**src/core/tci_pkg.sv**
```systemverilog
// constants, register map and types of the timer input-capture block
// assumes a 100 MHz sys_clk standing in for the bus E clock
//
// Notes on behaviour
// - counter prescaler divides the bus clock by 1, 4, 8 or 16
// - prescaler select accepted once, only within 64 cycles after reset
// - count reads never disturb the counter
// - 16-bit count cleared on reset, read-only, wraps every 65,536 ticks
// - wrap flag sets when count passes from all ones to zero
// - wrap interrupt requested while wrap flag and its enable are both one
// - three capture registers plus one shared capture/compare register
// - capture registers hold no reset value
// - selected pin edge copies current count into that channel's register
// - channels four to one come from pins three to zero
// - shared channel captures only when select bit is one; compare by default
// - pin three direction bit clears on reset, pin starts as input
// - with pin three driven and capture four on, port writes make captures
// - writes to shared register ignored while it acts as capture four
// - edge field: 00 off, 01 rising, 10 falling, 11 both
// - edge fields in one byte, reset zero; 7-6 ch4, 5-4 ch1, 3-2 ch2, 1-0 ch3
// - timer stops in wait mode when interrupts masked and watchdog off
// - capture flag sets on active edge; cleared by writing one
// - capture interrupt requested while flag and its enable are both one
package tci_pkg;
  localparam int CNT_W = 16;
  localparam int PRE_LIMIT = 64;
  localparam logic [7:0] IDX_PORT_DATA = 8'h00;
  localparam logic [7:0] IDX_COUNT = 8'h0e;
  localparam logic [7:0] IDX_CAP_ONE = 8'h10;
  localparam logic [7:0] IDX_CAP_TWO = 8'h12;
  localparam logic [7:0] IDX_CAP_THREE = 8'h14;
  localparam logic [7:0] IDX_SHARED = 8'h1e;
  localparam logic [7:0] IDX_EDGE_CTL = 8'h21;
  localparam logic [7:0] IDX_MASK_FIRST = 8'h22;
  localparam logic [7:0] IDX_FLAG_FIRST = 8'h23;
  localparam logic [7:0] IDX_MASK_SECOND = 8'h24;
  localparam logic [7:0] IDX_FLAG_SECOND = 8'h25;
  localparam logic [7:0] IDX_PORT_CTL = 8'h26;
  // flag/mask first: bit3 shared, bit2 ch1, bit1 ch2, bit0 ch3
  localparam int BIT_SHARED = 3;
  localparam int BIT_WRAP = 7;
  localparam int BIT_DIR3 = 3;
  localparam int BIT_SEL = 2;
  localparam logic [1:0] EDGE_OFF = 2'b00;
  localparam logic [1:0] EDGE_RISE = 2'b01;
  localparam logic [1:0] EDGE_FALL = 2'b10;
  localparam logic [1:0] EDGE_BOTH = 2'b11;
  localparam logic [7:0] BYTE_ZERO = 8'h00;
  localparam logic [15:0] COUNT_ZERO = 16'h0000;
  localparam logic [15:0] COUNT_ONES = 16'hffff;
  localparam logic [15:0] SHARED_RST = 16'hffff;
  typedef enum logic [2:0] {
    TCI_IDLE = 3'b001,
    TCI_ACCESS = 3'b010,
    TCI_DONE = 3'b100
  } tci_bus_t;
endpackage

```
**src/core/tci_pre_if.sv**
```systemverilog
// carries prescaler control and its tick between timer modules
// assumes one clock domain
`timescale 1ns/1ps
interface tci_pre_if;
  logic run;
  logic [1:0] ratio;
  logic tick;
  modport ctl (output run, output ratio, input tick);
  modport pre (input run, input ratio, output tick);
endinterface

```
**src/core/tci_edge.sv**
```systemverilog
// synchronisers and edge detectors for the capture pins
// assumes pins are asynchronous to sys_clk
`timescale 1ns/1ps
module tci_edge
  import tci_pkg::*;
#(
  parameter int CH = 4
) (
  // clock and reset
  input wire logic sys_clk,
  input wire logic rst,
  // pins, index 0 is pin zero
  input wire logic [CH-1:0] pin,
  input wire logic [2*CH-1:0] mode,
  // one-cycle capture events
  output logic [CH-1:0] hit
);
  genvar i;
  generate
    for (i = 0; i < CH; i++) begin : g_ch
      logic s1_q, s2_q, s3_q, lvl_q;
      logic [1:0] m;
      assign m = mode[2*i+1:2*i];
      always_ff @(posedge sys_clk) begin
        if (rst) begin
          s1_q <= 1'b0;
          s2_q <= 1'b0;
          s3_q <= 1'b0;
          lvl_q <= 1'b0;
        end else begin
          s1_q <= pin[i];
          s2_q <= s1_q;
          s3_q <= s2_q;
          if (s2_q == s3_q) begin
            lvl_q <= s3_q;
          end
        end
      end
      // level only moves when two stages agree, so glitches do not capture
      assign hit[i] = (s2_q == s3_q) && (s3_q != lvl_q) &&
        ((m == EDGE_BOTH) || (m == EDGE_RISE && s3_q) ||
         (m == EDGE_FALL && !s3_q));
    end
  endgenerate
endmodule // tci_edge

```
**src/core/tci_prescaler.sv**
```systemverilog
// prescaler for the free-running count
// assumes run drops while the timer sleeps
`timescale 1ns/1ps
module tci_prescaler
  import tci_pkg::*;
(
  // clock and reset
  input wire logic sys_clk,
  input wire logic rst,
  // control
  tci_pre_if.pre pre
);
  logic [3:0] div_q;
  logic [3:0] last;

  always_comb begin
    case (pre.ratio)
      2'd0: last = 4'h0;
      2'd1: last = 4'h3;
      2'd2: last = 4'h7;
      default: last = 4'hf;
    endcase
  end

  always_ff @(posedge sys_clk) begin
    if (rst || !pre.run) begin
      div_q <= 4'h0;
    end else if (div_q >= last) begin
      div_q <= 4'h0;
    end else begin
      div_q <= div_q + 4'h1;
    end
  end

  assign pre.tick = pre.run && (div_q >= last);
endmodule // tci_prescaler

```
**src/core/tci_timer.sv**
```systemverilog
// timer counter with prescaler and four input-capture channels
// assumes an apb master on sys_clk; wait/mask/watchdog are level inputs
//
// The implementer's own choice: the APB interface to the registers.
`timescale 1ns/1ps
module tci_timer
  import tci_pkg::*;
(
  // clock and reset
  input wire logic sys_clk,
  input wire logic rst,
  // apb slave
  input wire logic psel,
  input wire logic penable,
  input wire logic pwrite,
  input wire logic [11:0] paddr,
  input wire logic [31:0] pwdata,
  output logic [31:0] prdata,
  output logic pready,
  output logic pslverr,
  // capture pins, bit n is pin n
  input wire logic [3:0] cap_pin,
  output logic pin_three_out,
  output logic pin_three_oe,
  // cpu state
  input wire logic wait_instruction,
  input wire logic irq_masked,
  input wire logic watchdog_enabled,
  // interrupt request
  output logic timer_irq
);
  tci_bus_t bus_q;
  logic [31:0] prdata_q;
  logic pready_q;
  logic pslverr_q;
  logic [15:0] free_running_count_q;
  logic [15:0] capture_reg_one_q;
  logic [15:0] capture_reg_two_q;
  logic [15:0] capture_reg_three_q;
  logic [15:0] shared_capture_compare_reg_q;
  logic [7:0] capture_edge_control_q;
  logic [7:0] timer_mask_first_q;
  logic [7:0] timer_flag_first_q;
  logic [7:0] timer_flag_first_d;
  logic count_wrap_irq_enable_q;
  logic [1:0] pre_ratio_q;
  logic pre_locked_q;
  logic [6:0] boot_cnt_q;
  logic ratio_wr;
  logic count_wrap_flag_q;
  logic pin_three_direction_q;
  logic shared_channel_select_q;
  logic port_pin_three_q;
  logic timer_irq_q;
  logic [9:0] idx;
  logic mapped;
  logic wr;
  logic [31:0] rd;
  logic [3:0] hit;
  logic [3:0] pin_src;
  logic [7:0] edge_mode;
  logic [3:0] cap_set;
  logic cmp_hit;
  logic run;
  logic cap_req;
  logic wrap_req;

  tci_pre_if pre_if ();

  // ---- bus
  assign idx = paddr[11:2];
  assign wr = pwrite && psel && penable && pready_q;

  // unmapped and out-of-range indices answer with an error and zero data
  always_comb begin
    mapped = 1'b1;
    rd = 32'h0000_0000;
    case (idx[7:0])
      IDX_PORT_DATA: rd[3] = port_pin_three_q;
      IDX_COUNT: rd[15:0] = free_running_count_q;
      IDX_CAP_ONE: rd[15:0] = capture_reg_one_q;
      IDX_CAP_TWO: rd[15:0] = capture_reg_two_q;
      IDX_CAP_THREE: rd[15:0] = capture_reg_three_q;
      IDX_SHARED: rd[15:0] = shared_capture_compare_reg_q;
      IDX_EDGE_CTL: rd[7:0] = capture_edge_control_q;
      IDX_MASK_FIRST: rd[7:0] = timer_mask_first_q;
      IDX_FLAG_FIRST: rd[7:0] = timer_flag_first_q;
      IDX_MASK_SECOND: rd[7:0] = {count_wrap_irq_enable_q, 5'b00000, pre_ratio_q};
      IDX_FLAG_SECOND: rd[BIT_WRAP] = count_wrap_flag_q;
      IDX_PORT_CTL: begin
        rd[BIT_DIR3] = pin_three_direction_q;
        rd[BIT_SEL] = shared_channel_select_q;
      end
      default: mapped = 1'b0;
    endcase
    if (idx[9:8] != 2'b00) begin
      mapped = 1'b0;
    end
  end

  // no wait state: data registered in setup, ready in the first access cycle
  always_ff @(posedge sys_clk) begin
    if (rst) begin
      bus_q <= TCI_IDLE;
      pready_q <= 1'b0;
      pslverr_q <= 1'b0;
      prdata_q <= 32'h0000_0000;
    end else begin
      case (bus_q)
        TCI_IDLE: begin
          if (psel && !penable) begin
            bus_q <= TCI_ACCESS;
            pready_q <= 1'b1;
            pslverr_q <= !mapped;
            prdata_q <= (pwrite || !mapped) ? 32'h0000_0000 : rd;
          end
        end
        TCI_ACCESS: begin
          if (psel && penable) begin
            bus_q <= TCI_DONE;
            pready_q <= 1'b0;
            pslverr_q <= 1'b0;
          end else if (!psel) begin
            // an abandoned transfer must not leave ready stuck high
            bus_q <= TCI_IDLE;
            pready_q <= 1'b0;
            pslverr_q <= 1'b0;
          end
        end
        TCI_DONE: begin
          bus_q <= TCI_IDLE;
        end
        default: begin
          bus_q <= TCI_IDLE;
          pready_q <= 1'b0;
          pslverr_q <= 1'b0;
        end
      endcase
    end
  end

  // ---- prescaler select, one write inside the boot window
  // the window counter saturates, so the window never reopens
  always_ff @(posedge sys_clk) begin
    if (rst) begin
      boot_cnt_q <= 7'd0;
    end else if (boot_cnt_q != 7'(PRE_LIMIT)) begin
      boot_cnt_q <= boot_cnt_q + 7'd1;
    end
  end

  // window and lock together: a late or second write must not retune the count
  assign ratio_wr = wr && idx[7:0] == IDX_MASK_SECOND && !pre_locked_q &&
                    boot_cnt_q != 7'(PRE_LIMIT);

  always_ff @(posedge sys_clk) begin
    if (rst) begin
      pre_ratio_q <= 2'b00;
    end else if (ratio_wr) begin
      pre_ratio_q <= pwdata[1:0];
    end
  end

  always_ff @(posedge sys_clk) begin
    if (rst) begin
      pre_locked_q <= 1'b0;
    end else if (ratio_wr) begin
      pre_locked_q <= 1'b1;
    end
  end

  // ---- timebase
  // low-power wait clears prescaler and freezes count; the pins are still watched
  assign run = !(wait_instruction && irq_masked && !watchdog_enabled);
  assign pre_if.run = run;
  assign pre_if.ratio = pre_ratio_q;

  tci_prescaler u_pre (
    .sys_clk(sys_clk),
    .rst(rst),
    .pre(pre_if)
  );

  always_ff @(posedge sys_clk) begin
    if (rst) begin
      free_running_count_q <= COUNT_ZERO;
    end else if (pre_if.tick) begin
      free_running_count_q <= free_running_count_q + 16'h0001;
    end
  end

  always_ff @(posedge sys_clk) begin
    if (rst) begin
      count_wrap_flag_q <= 1'b0;
    end else if (pre_if.tick && free_running_count_q == COUNT_ONES) begin
      count_wrap_flag_q <= 1'b1;
    end else if (wr && idx[7:0] == IDX_FLAG_SECOND && pwdata[BIT_WRAP]) begin
      count_wrap_flag_q <= 1'b0;
    end
  end

  always_ff @(posedge sys_clk) begin
    if (rst) begin
      count_wrap_irq_enable_q <= 1'b0;
    end else if (wr && idx[7:0] == IDX_MASK_SECOND) begin
      count_wrap_irq_enable_q <= pwdata[BIT_WRAP];
    end
  end

  // ---- control registers
  always_ff @(posedge sys_clk) begin
    if (rst) begin
      capture_edge_control_q <= BYTE_ZERO;
    end else if (wr && idx[7:0] == IDX_EDGE_CTL) begin
      capture_edge_control_q <= pwdata[7:0];
    end
  end

  always_ff @(posedge sys_clk) begin
    if (rst) begin
      timer_mask_first_q <= BYTE_ZERO;
    end else if (wr && idx[7:0] == IDX_MASK_FIRST) begin
      timer_mask_first_q <= pwdata[7:0];
    end
  end

  always_ff @(posedge sys_clk) begin
    if (rst) begin
      pin_three_direction_q <= 1'b0;
    end else if (wr && idx[7:0] == IDX_PORT_CTL) begin
      pin_three_direction_q <= pwdata[BIT_DIR3];
    end
  end

  always_ff @(posedge sys_clk) begin
    if (rst) begin
      shared_channel_select_q <= 1'b0;
    end else if (wr && idx[7:0] == IDX_PORT_CTL) begin
      shared_channel_select_q <= pwdata[BIT_SEL];
    end
  end

  always_ff @(posedge sys_clk) begin
    if (rst) begin
      port_pin_three_q <= 1'b0;
    end else if (wr && idx[7:0] == IDX_PORT_DATA) begin
      port_pin_three_q <= pwdata[3];
    end
  end

  // ---- capture channels
  // a driven pin three feeds its own data back so port writes capture
  assign pin_src[2:0] = cap_pin[2:0];
  assign pin_src[3] = pin_three_direction_q ? port_pin_three_q : cap_pin[3];
  // regroup the field byte into pin order
  assign edge_mode[1:0] = capture_edge_control_q[5:4];
  assign edge_mode[3:2] = capture_edge_control_q[3:2];
  assign edge_mode[5:4] = capture_edge_control_q[1:0];
  assign edge_mode[7:6] = shared_channel_select_q ?
                          capture_edge_control_q[7:6] : EDGE_OFF;

  tci_edge #(
    .CH(4)
  ) u_edge (
    .sys_clk(sys_clk),
    .rst(rst),
    .pin(pin_src),
    .mode(edge_mode),
    .hit(hit)
  );

  // no reset on capture registers, their content is undefined until used
  always_ff @(posedge sys_clk) begin
    if (hit[0]) begin
      capture_reg_one_q <= free_running_count_q;
    end
  end

  always_ff @(posedge sys_clk) begin
    if (hit[1]) begin
      capture_reg_two_q <= free_running_count_q;
    end
  end

  always_ff @(posedge sys_clk) begin
    if (hit[2]) begin
      capture_reg_three_q <= free_running_count_q;
    end
  end

  // shared register: capture four or compare five
  always_ff @(posedge sys_clk) begin
    if (rst) begin
      shared_capture_compare_reg_q <= SHARED_RST;
    end else if (shared_channel_select_q) begin
      if (hit[3]) begin
        shared_capture_compare_reg_q <= free_running_count_q;
      end
    end else if (wr && idx[7:0] == IDX_SHARED) begin
      shared_capture_compare_reg_q <= pwdata[15:0];
    end
  end

  // match only on a tick, so a slow prescaler does not flag the same count twice
  assign cmp_hit = !shared_channel_select_q && pre_if.tick &&
                   free_running_count_q == shared_capture_compare_reg_q;

  // flag first in register order: shared, ch1, ch2, ch3
  assign cap_set = {hit[3] | cmp_hit, hit[0], hit[1], hit[2]};

  always_comb begin
    timer_flag_first_d = timer_flag_first_q;
    if (wr && idx[7:0] == IDX_FLAG_FIRST) begin
      timer_flag_first_d = timer_flag_first_q & ~pwdata[7:0];
    end
    // a new edge in the clearing cycle is kept
    timer_flag_first_d[3:0] = timer_flag_first_d[3:0] | cap_set;
  end

  always_ff @(posedge sys_clk) begin
    if (rst) begin
      timer_flag_first_q <= BYTE_ZERO;
    end else begin
      timer_flag_first_q <= timer_flag_first_d;
    end
  end

  // ---- outputs
  assign cap_req = |(timer_flag_first_q[3:0] & timer_mask_first_q[3:0]);
  assign wrap_req = count_wrap_flag_q && count_wrap_irq_enable_q;

  // registered so the request pin never glitches while flags are cleared
  always_ff @(posedge sys_clk) begin
    if (rst) begin
      timer_irq_q <= 1'b0;
    end else begin
      timer_irq_q <= cap_req || wrap_req;
    end
  end

  assign timer_irq = timer_irq_q;
  assign prdata = prdata_q;
  assign pready = pready_q;
  assign pslverr = pslverr_q;
  assign pin_three_out = port_pin_three_q;
  assign pin_three_oe = pin_three_direction_q;
endmodule // tci_timer

```
**config.mk**
```make
export PLATFORM = sky130hd
export DESIGN_NAME = tci_timer
export DESIGN_NICKNAME = d
export VERILOG_FILES = /design/src/core/tci_pkg.sv /design/src/core/tci_pre_if.sv /design/src/core/tci_edge.sv /design/src/core/tci_prescaler.sv /design/src/core/tci_timer.sv
export SDC_FILE = /design/constraint.sdc
export NUM_CORES = 1
export LEC_CHECK = 0
export ABC_AREA = 1
export BUFFER_PORTS_ARGS = -buffer_cell sky130_fd_sc_hd__buf_2
export CORE_ASPECT_RATIO = 0.5
export CORE_MARGIN = 8
export CORE_UTILIZATION = 40
export CTS_CLUSTER_DIAMETER = 200
export DETAILED_ROUTE_END_ITERATION = 8
export HOLD_SLACK_MARGIN = 0.12
export PLACE_DENSITY = 0.61
export RECOVER_POWER = 25
export SETUP_SLACK_MARGIN = 0.4
export SLEW_MARGIN = 20
export SYNTH_ARGS = -nofsm -noshare
export SYNTH_HDL_FRONTEND = slang
export SYNTH_SLANG_ARGS = --single-unit
export TNS_END_PERCENT = 20
```
**constraint.sdc**
```tcl
create_clock -name sys_clk -period 1.8 [get_ports sys_clk]
set_input_delay 0.18 -clock sys_clk [delete_from_list [all_inputs] [get_ports sys_clk]]
set_output_delay 0.18 -clock sys_clk [all_outputs]
set_load 0.05 [all_outputs]
```
After elaboration in Yosys (flattened, before gate mapping)
Cells that the tools add are included.

$add $sub $neg: 3. $lt $le $gt $ge: 1. Equality and inequality tests: 42. Multiplexer cells: 28. Bitwise gates (word level): 6. Reductions and logical operators: 72.

Operator list (count): two-way mux 16 bit (4); equality test 8 x 6 -> 1 bit (second input constant) (6); case mux 8 bit (5 select lines) (1); logical AND 1 bit (39); equality test 8 x 5 -> 1 bit (second input constant) (4); case mux 3 bit (8 select lines) (1); case mux 1 bit (10 select lines) (2); equality test 2 bit (second input constant) (9); case mux 2 bit (9 select lines) (1); adder 16 x 1 -> 16 bit (second input constant) (1); equality test 16 bit (1); equality test 16 bit (second input constant) (1); case mux 4 bit (3 select lines) (1); OR reduction 12 bit (1); logical OR 1 bit (11); equality test 2 x 1 -> 1 bit (second input constant) (5); logical NOT 1 bit (10); two-way mux 1 bit (9); two-way mux 3 bit (3); case mux 1 bit (9 select lines) (1); bitwise AND 8 bit (1); equality test 8 x 4 -> 1 bit (second input constant) (1); logical NOT 8 bit (1); inverter 8 bit (1); other kinds (26) (37).

Flip-flop bits (word level): 177. Bits of input ports: 56. Output and inout bits: 37. Word-level logic and storage cells: 191.

Logic depth before layout (Yosys ltp)
Word-level depth: 8. Mapped depth: 13. Depth with buffers taken out: 12.

By module
From an unflattened synthesis, not the netlist that was laid out.

Cells, all modules: 1038. Area, all modules: 7753.7 um^2.

Modules (own cells, without submodules): tci_timer (times used 1, cells each 930, area an instance 6896.6 um^2, seq. area each 3303.2 um^2); tci_edge (times used 1, cells each 69, area an instance 570.5 um^2, seq. area each 320.3 um^2); tci_prescaler (times used 1, cells each 39, area an instance 286.5 um^2, seq. area each 80.1 um^2).

Least setup slack after synthesis
Ideal clock, no wire load.

Path type: flip-flop to flip-flop. Start point: register pready_q, in the netlist pready. End point: register capture_edge_control_q[6]. Setup time: 128 ps. Data arrival time: 1659 ps. Required time: 1672 ps. Slack: 13 ps. Cell stages (with the launch flop): 7. Buffers on the path: 1. Clock period less this slack: 1787 ps. Path through: dfxtp_1 nand3_1 inv_1 nand3_1 clkbuf_1 o21ai_0 a21oi_1.

Longest elaborated chain between the ends: 2.

Ends and longest elaborated chain: from (decl) (line tci_timer.sv:34) `logic pready_q;`; from (signal assigned) (line tci_timer.sv:105) `pready_q <= 1'b0;`; from (signal assigned) (line tci_timer.sv:113) `pready_q <= 1'b1;`; from (signal assigned) (line tci_timer.sv:121) `pready_q <= 1'b0;`; logical AND 1 bit (line tci_timer.sv:72) `assign wr = pwrite && psel && penable && pready_q;`; logical AND 1 bit (line tci_timer.sv:214) `end else if (wr && idx[7:0] == IDX_EDGE_CTL) begin`; to (signal assigned) (line tci_timer.sv:215) `capture_edge_control_q <= pwdata[7:0];`; to (decl) (line tci_timer.sv:41) `logic [7:0] capture_edge_control_q;`.

No other way between the ends. A chain may end at the register's enable or synchronous reset.

Worst setup path after layout
Start point: register free_running_count_q[3]. End point: register free_running_count_q[15].

Longest elaborated chain between the ends: 1.

Ends and longest elaborated chain: from (decl) (line tci_timer.sv:36) `logic [15:0] free_running_count_q;`; from (signal assigned) (line tci_timer.sv:188) `free_running_count_q <= free_running_count_q + 16'h0001;`; adder 16 x 1 -> 16 bit (line tci_timer.sv:188).

No other way between the ends.

==> impl_metrics.prom <==
# TYPE chip_impl_metric gauge
chip_impl_metric{name="clk_transition_reported_paths",unit="ps"} 70
chip_impl_info{name="rr_startpoint",value="free_running_count_q[3]"} 1
chip_impl_metric{name="cts_buffers",unit=""} 17
chip_impl_metric{name="clock-skew-final",unit="ps"} 13.5
chip_impl_metric{name="post_drt_wl_per_cell",unit="um"} 17.3
chip_impl_info{name="setup.worst_path.start",value="free_running_count_q[3]"} 1
chip_impl_info{name="grt_setup_unrepaired",value="true"} 1
chip_impl_info{name="critPathKind",value="flip-flop to flip-flop"} 1
chip_impl_metric{name="multi_input_area",unit="sq um"} 3360
chip_impl_metric{name="preCtsSetupSlack",unit="ps"} -52.9
chip_impl_metric{name="placer_s_final_routability_congestion_estimate",unit=""} 0.881
chip_impl_metric{name="use_met2",unit="%"} 28.3
chip_impl_metric{name="synth.cell_area",unit="sq um"} 7350
chip_impl_metric{name="placed_area",unit="sq um"} 8190
chip_impl_metric{name="ys_seq_area_share",unit="%"} 50.4
chip_impl_metric{name="cts_sinks",unit=""} 161
chip_impl_metric{name="async_reset_ff_share",unit="%"} 0
chip_impl_metric{name="final_layout_net_count",unit=""} 1113
chip_impl_metric{name="use_met3",unit="%"} 3.53
chip_impl_metric{name="floorplan.die_area",unit="sq um"} 23200
chip_impl_info{name="critical_path.endpoint_type",value="flip-flop"} 1
chip_impl_metric{name="timing.critical_path.required",unit="ps"} 2160
chip_impl_info{name="synth_top_family_by_area",value="simple AND/OR/NAND/NOR gates"} 1
chip_impl_metric{name="detail_route.wirelength",unit="um"} 22500
chip_impl_metric{name="worst-r2r-cell-count",unit=""} 9
chip_impl_info{name="r2r-end",value="free_running_count_q[15]"} 1
chip_impl_info{name="yosys_most_used_dff",value="sky130_fd_sc_hd__dfxtp_1"} 1
chip_impl_metric{name="area.sequential",unit="sq um"} 3710
chip_impl_metric{name="period_share",unit="%"} 98.2
chip_impl_metric{name="tightest_slew",unit="ps"} 618
chip_impl_metric{name="portBuffers",unit=""} 58
chip_impl_metric{name="drt_iter0_drc",unit=""} 710
chip_impl_metric{name="path_max_fanout",unit=""} 7
chip_impl_metric{name="slew_headroom",unit="%"} 58.8
chip_impl_info{name="tightest_hold_check_type",value="input port to flip-flop"} 1
chip_impl_metric{name="dp_hpwl",unit="um"} 15200
chip_impl_metric{name="drt-vias-per-instance",unit=""} 5.19
chip_impl_metric{name="globalRoute.totalOverflow",unit=""} 0
chip_impl_metric{name="timing.max_cap.violations",unit=""} 0
chip_impl_metric{name="synth-seq-cells",unit=""} 161
chip_impl_info{name="cts_tree",value="done"} 1
chip_impl_metric{name="clk_buf_depth",unit=""} 2
chip_impl_metric{name="drc_errors",unit=""} 0
chip_impl_metric{name="core-area",unit="sq um"} 18200
chip_impl_metric{name="global_route.usage.total",unit="%"} 18.1
chip_impl_metric{name="globalRouteMet1Util",unit="%"} 25.0
chip_impl_info{name="cp-endpoint",value="free_running_count_q[15]"} 1
chip_impl_metric{name="fraction_of_synthesized_area_in_multiplexers",unit="%"} 0
chip_impl_metric{name="synth-adder-area-share",unit="%"} 1.36
chip_impl_metric{name="standby_leakage_power",unit="nW"} 3.75
chip_impl_metric{name="pwr_density_cell",unit="nW/um^2"} 826
chip_impl_metric{name="grt_pass1_wl",unit="um"} 33400
chip_impl_metric{name="postSynthAreaPerCell",unit="sq um"} 7.94
chip_impl_metric{name="clock_latency_of_the_later_clocked_register_in_the_worst_skew_pair",unit="ps"} 430
chip_impl_metric{name="die_height",unit="um"} 112
chip_impl_info{name="cp-start-kind",value="flip-flop"} 1
chip_impl_metric{name="synth_compound_gate_area_share",unit="%"} 15.1
chip_impl_metric{name="n_fill_cell",unit=""} 1745
chip_impl_metric{name="vias",unit=""} 6765
chip_impl_metric{name="std_cell_rows",unit=""} 35
chip_impl_metric{name="synth-simple-area-share",unit="%"} 22.7
chip_impl_metric{name="postRouteAntennaNets",unit=""} 0
chip_impl_metric{name="final_period_minus_worst_setup_slack",unit="ps"} 1770
chip_impl_metric{name="hold_violations",unit=""} 0
chip_impl_metric{name="layout.cell_area.non_filler",unit="sq um"} 9460
chip_impl_metric{name="share_of_cells_above_drive_strength_1",unit="%"} 22.8
chip_impl_metric{name="grt_max_degree",unit=""} 58
chip_impl_metric{name="maximum_clock_rate",unit="MHz"} 566
chip_impl_metric{name="area_delta_synth_final",unit="%"} 28.7
chip_impl_metric{name="crit_arrival",unit="ps"} 2130
chip_impl_metric{name="design_power_total",unit="mW"} 7.81
chip_impl_info{name="root_buffer",value="sky130_fd_sc_hd__clkbuf_16"} 1
chip_impl_metric{name="yosys.cell_types.count",unit=""} 40
chip_impl_metric{name="initial_standard_cell_utilization_of_the_core",unit="%"} 40.3
chip_impl_metric{name="worst_slack",unit="ps"} 31.7
chip_impl_metric{name="first_pass_iters",unit=""} 5
chip_impl_info{name="min-delay-start",value="paddr[10]"} 1
chip_impl_metric{name="edff_count_synth",unit=""} 48
chip_impl_metric{name="setup_viol",unit=""} 0
chip_impl_info{name="global_route.peak_usage_layer",value="met2"} 1
chip_impl_metric{name="reg2reg_slack",unit="ps"} 30
chip_impl_metric{name="timing.hold.ws",unit="ps"} 152
chip_impl_metric{name="io_pins",unit=""} 93
chip_impl_metric{name="grt_antenna_before_repair",unit=""} 2
chip_impl_metric{name="number_of_h_tree_levels",unit=""} 4
chip_impl_metric{name="synth_warnings",unit=""} 0
chip_impl_metric{name="dieWidth",unit="um"} 208
chip_impl_info{name="outcome",value="completed"} 1
chip_impl_metric{name="synthCells",unit=""} 926
chip_impl_metric{name="post_synth_xor_area_fraction",unit="%"} 1.31
chip_impl_metric{name="max-vdd-ir-drop",unit="V"} 0.000647
chip_impl_metric{name="timing.final.max_slew_violations",unit=""} 0
chip_impl_metric{name="first_global_vias",unit=""} 6189
-- routing by layer --
layer | vias to the layer above | wire length, um | share of wire, %
li1 | 3307 | - | -
met4 | 2 | 279 | 1.2
met5 | - | 8 | 0.035
met1 | 3179 | 10200 | 45
met2 | 251 | 10200 | 45
met3 | 26 | 1840 | 8.2
-- cells in the mapped netlist (2+ instances only) --
library cell                instances  area (sq um)
sky130_fd_sc_hd__buf_4             18           135
sky130_fd_sc_hd__nor3_1            10          50.1
sky130_fd_sc_hd__o22ai_1            8          50.1
sky130_fd_sc_hd__ha_1               8           100
sky130_fd_sc_hd__a21oi_1           74           370
sky130_fd_sc_hd__nand4_1            8          50.1
sky130_fd_sc_hd__nand2_1          187           702
sky130_fd_sc_hd__xnor2_1            4          35.0
sky130_fd_sc_hd__o21ai_0           79           395
sky130_fd_sc_hd__clkbuf_1          19          71.3
sky130_fd_sc_hd__o21a_1             2          15.0
sky130_fd_sc_hd__inv_2              2          7.51
sky130_fd_sc_hd__buf_2             11          55.1
sky130_fd_sc_hd__o211ai_1          29           218
sky130_fd_sc_hd__o31ai_1            2          15.0
sky130_fd_sc_hd__nor2_1            93           349
sky130_fd_sc_hd__inv_1            101           379
sky130_fd_sc_hd__xor2_1             7          61.3
sky130_fd_sc_hd__nor2_2             3          18.8
sky130_fd_sc_hd__nand3_1           73           365
sky130_fd_sc_hd__nand2_2            2          12.5
sky130_fd_sc_hd__nor3b_1            2          15.0
sky130_fd_sc_hd__o2111ai_1          2          17.5
sky130_fd_sc_hd__edfxtp_1          48          1440
sky130_fd_sc_hd__nor2_4             3          33.8
sky130_fd_sc_hd__nand3b_1           4          30.0
sky130_fd_sc_hd__dfxtp_1          113          2260
sky130_fd_sc_hd__and3_1             2          12.5
-- through the flow --
| stage | TNS (ps) | std cells | utilization, % |
|---|---|---|---|
| floorplan | 0 | 941 | - |
| detailed placement | -357 | 1239 | 45.0 |
| global route | -342 | 1303 | 51.9 |
| CTS | 0 | 1294 | 49.5 |
| finish | 0 | 1303 | 51.9 |
| global placement | 0 | 1239 | 45.0 |
-- placed cells by master (no fill, tap or decap), types with 4 or more instances in the layout --
master                          netlist  final
sky130_fd_sc_hd__o21ai_1              1      9
sky130_fd_sc_hd__nor3_1              10      6
sky130_fd_sc_hd__inv_1              101     90
sky130_fd_sc_hd__a21oi_1             74     70
sky130_fd_sc_hd__nor2_4               3      5
sky130_fd_sc_hd__nor2_1              93     82
sky130_fd_sc_hd__o21ai_0             79     67
sky130_fd_sc_hd__nand4_1              8      8
sky130_fd_sc_hd__o21ai_2              0      4
sky130_fd_sc_hd__buf_6                1      8
sky130_fd_sc_hd__o211ai_1            29     29
sky130_fd_sc_hd__dfxtp_2              0      6
sky130_fd_sc_hd__inv_6                0      5
sky130_fd_sc_hd__nand2_1            187    173
sky130_fd_sc_hd__nand3b_1             4      4
sky130_fd_sc_hd__buf_12               0      6
sky130_fd_sc_hd__nand2_2              2     11
sky130_fd_sc_hd__conb_1               1     16
sky130_fd_sc_hd__inv_2                2     11
sky130_fd_sc_hd__buf_4               18     42
sky130_fd_sc_hd__o22ai_1              8      8
sky130_fd_sc_hd__xor2_1               7      7
sky130_fd_sc_hd__nor2_2               3     12
sky130_fd_sc_hd__dfxtp_1            113    106
sky130_fd_sc_hd__xnor2_1              4      4
sky130_fd_sc_hd__nand3_1             73     56
sky130_fd_sc_hd__ha_1                 8      5
sky130_fd_sc_hd__buf_2               11     58
sky130_fd_sc_hd__a21oi_2              0      4
sky130_fd_sc_hd__clkbuf_16            0     19
sky130_fd_sc_hd__nand2_4              0      4
sky130_fd_sc_hd__dlygate4sd3_1        0     21
sky130_fd_sc_hd__edfxtp_1            48     48
sky130_fd_sc_hd__nand3_2              1     17
-- kinds of logic after synthesis --
kind of cell    count (synthesis)
buf+inv                       154
other cells                     1
fa+ha+maj                       8
compound gates                200
flops                         161
simple gates                  391
xor+xnor                       11
-- power by group --
part           switching, mW  internal [mW]
sequential            0.0262           3.74
combinational          0.325          0.150
clock                   1.69           1.88
total                   2.04           5.77
-- critical path, cell delays in order, from the launching register on --
cell and delay [ps]:
sky130_fd_sc_hd__dfxtp_1 480, sky130_fd_sc_hd__nand2_1 180, sky130_fd_sc_hd__nor3_1 160, sky130_fd_sc_hd__nand2_1 90, sky130_fd_sc_hd__inv_1 80, sky130_fd_sc_hd__nand3_1 90
sky130_fd_sc_hd__nor2_1 190, sky130_fd_sc_hd__nand2_4 100, sky130_fd_sc_hd__o21ai_0 150, sky130_fd_sc_hd__nor3b_2 170
-- state kept, by name, indices dropped and copies added (netlist names), 2 cells and up --
| signal | cells |
|---|---|
| capture_reg_one_q | 16 |
| pre_if.ratio | 2 |
| u_edge.g_ch.s3_q | 4 |
| u_edge.g_ch.s2_q | 4 |
| u_edge.g_ch.lvl_q | 4 |
| boot_cnt_q | 7 |
| timer_flag_first_q | 8 |
| shared_capture_compare_reg_q | 16 |
| bus_q | 3 |
| capture_reg_two_q | 16 |
| capture_edge_control_q | 8 |
| timer_mask_first_q | 8 |
| capture_reg_three_q | 16 |
| prdata | 16 |
| u_pre.div_q | 4 |
| free_running_count_q | 16 |
| u_edge.g_ch.s1_q | 4 |
-- area by class of cell --
cell class / instances / share of cell area [%]
flip-flops and latches: 161 / 39.3
multi-input cells: 626 / 35.5
repair buffers: 138 / 11.5
clock buffers: 18 / 4.64
inverters: 104 / 4.25
well taps: 240 / 3.18
clock inverters: 14 / 1.50
repair inverters: 1 / 0.0662
diodes: 1 / 0.0265
-- timing repair --
action,CTS,global route
resized for setup,2,105
pin swaps,0,35
hold buffers,21,0
endpoints found under the hold margin,26,0
endpoints found under the setup margin,45,123
buffers inserted,2,5
gates cloned,0,3
-- how the worst min path moves through the flow --
stage                       endpoint  slack, ps  cells after the start
2_1_floorplan  timer_flag_first_q[4]        270                      1
3_3_place_gp     u_edge.g_ch[0].s1_q        380                      3
3_5_place_dp     u_edge.g_ch[2].s1_q        390                      3
4_1_cts                    prdata[3]        130                      6
5_1_grt                    prdata[3]        180                      6
6_report                     pslverr        150                      5
Power figures use the tool's default switching activity.
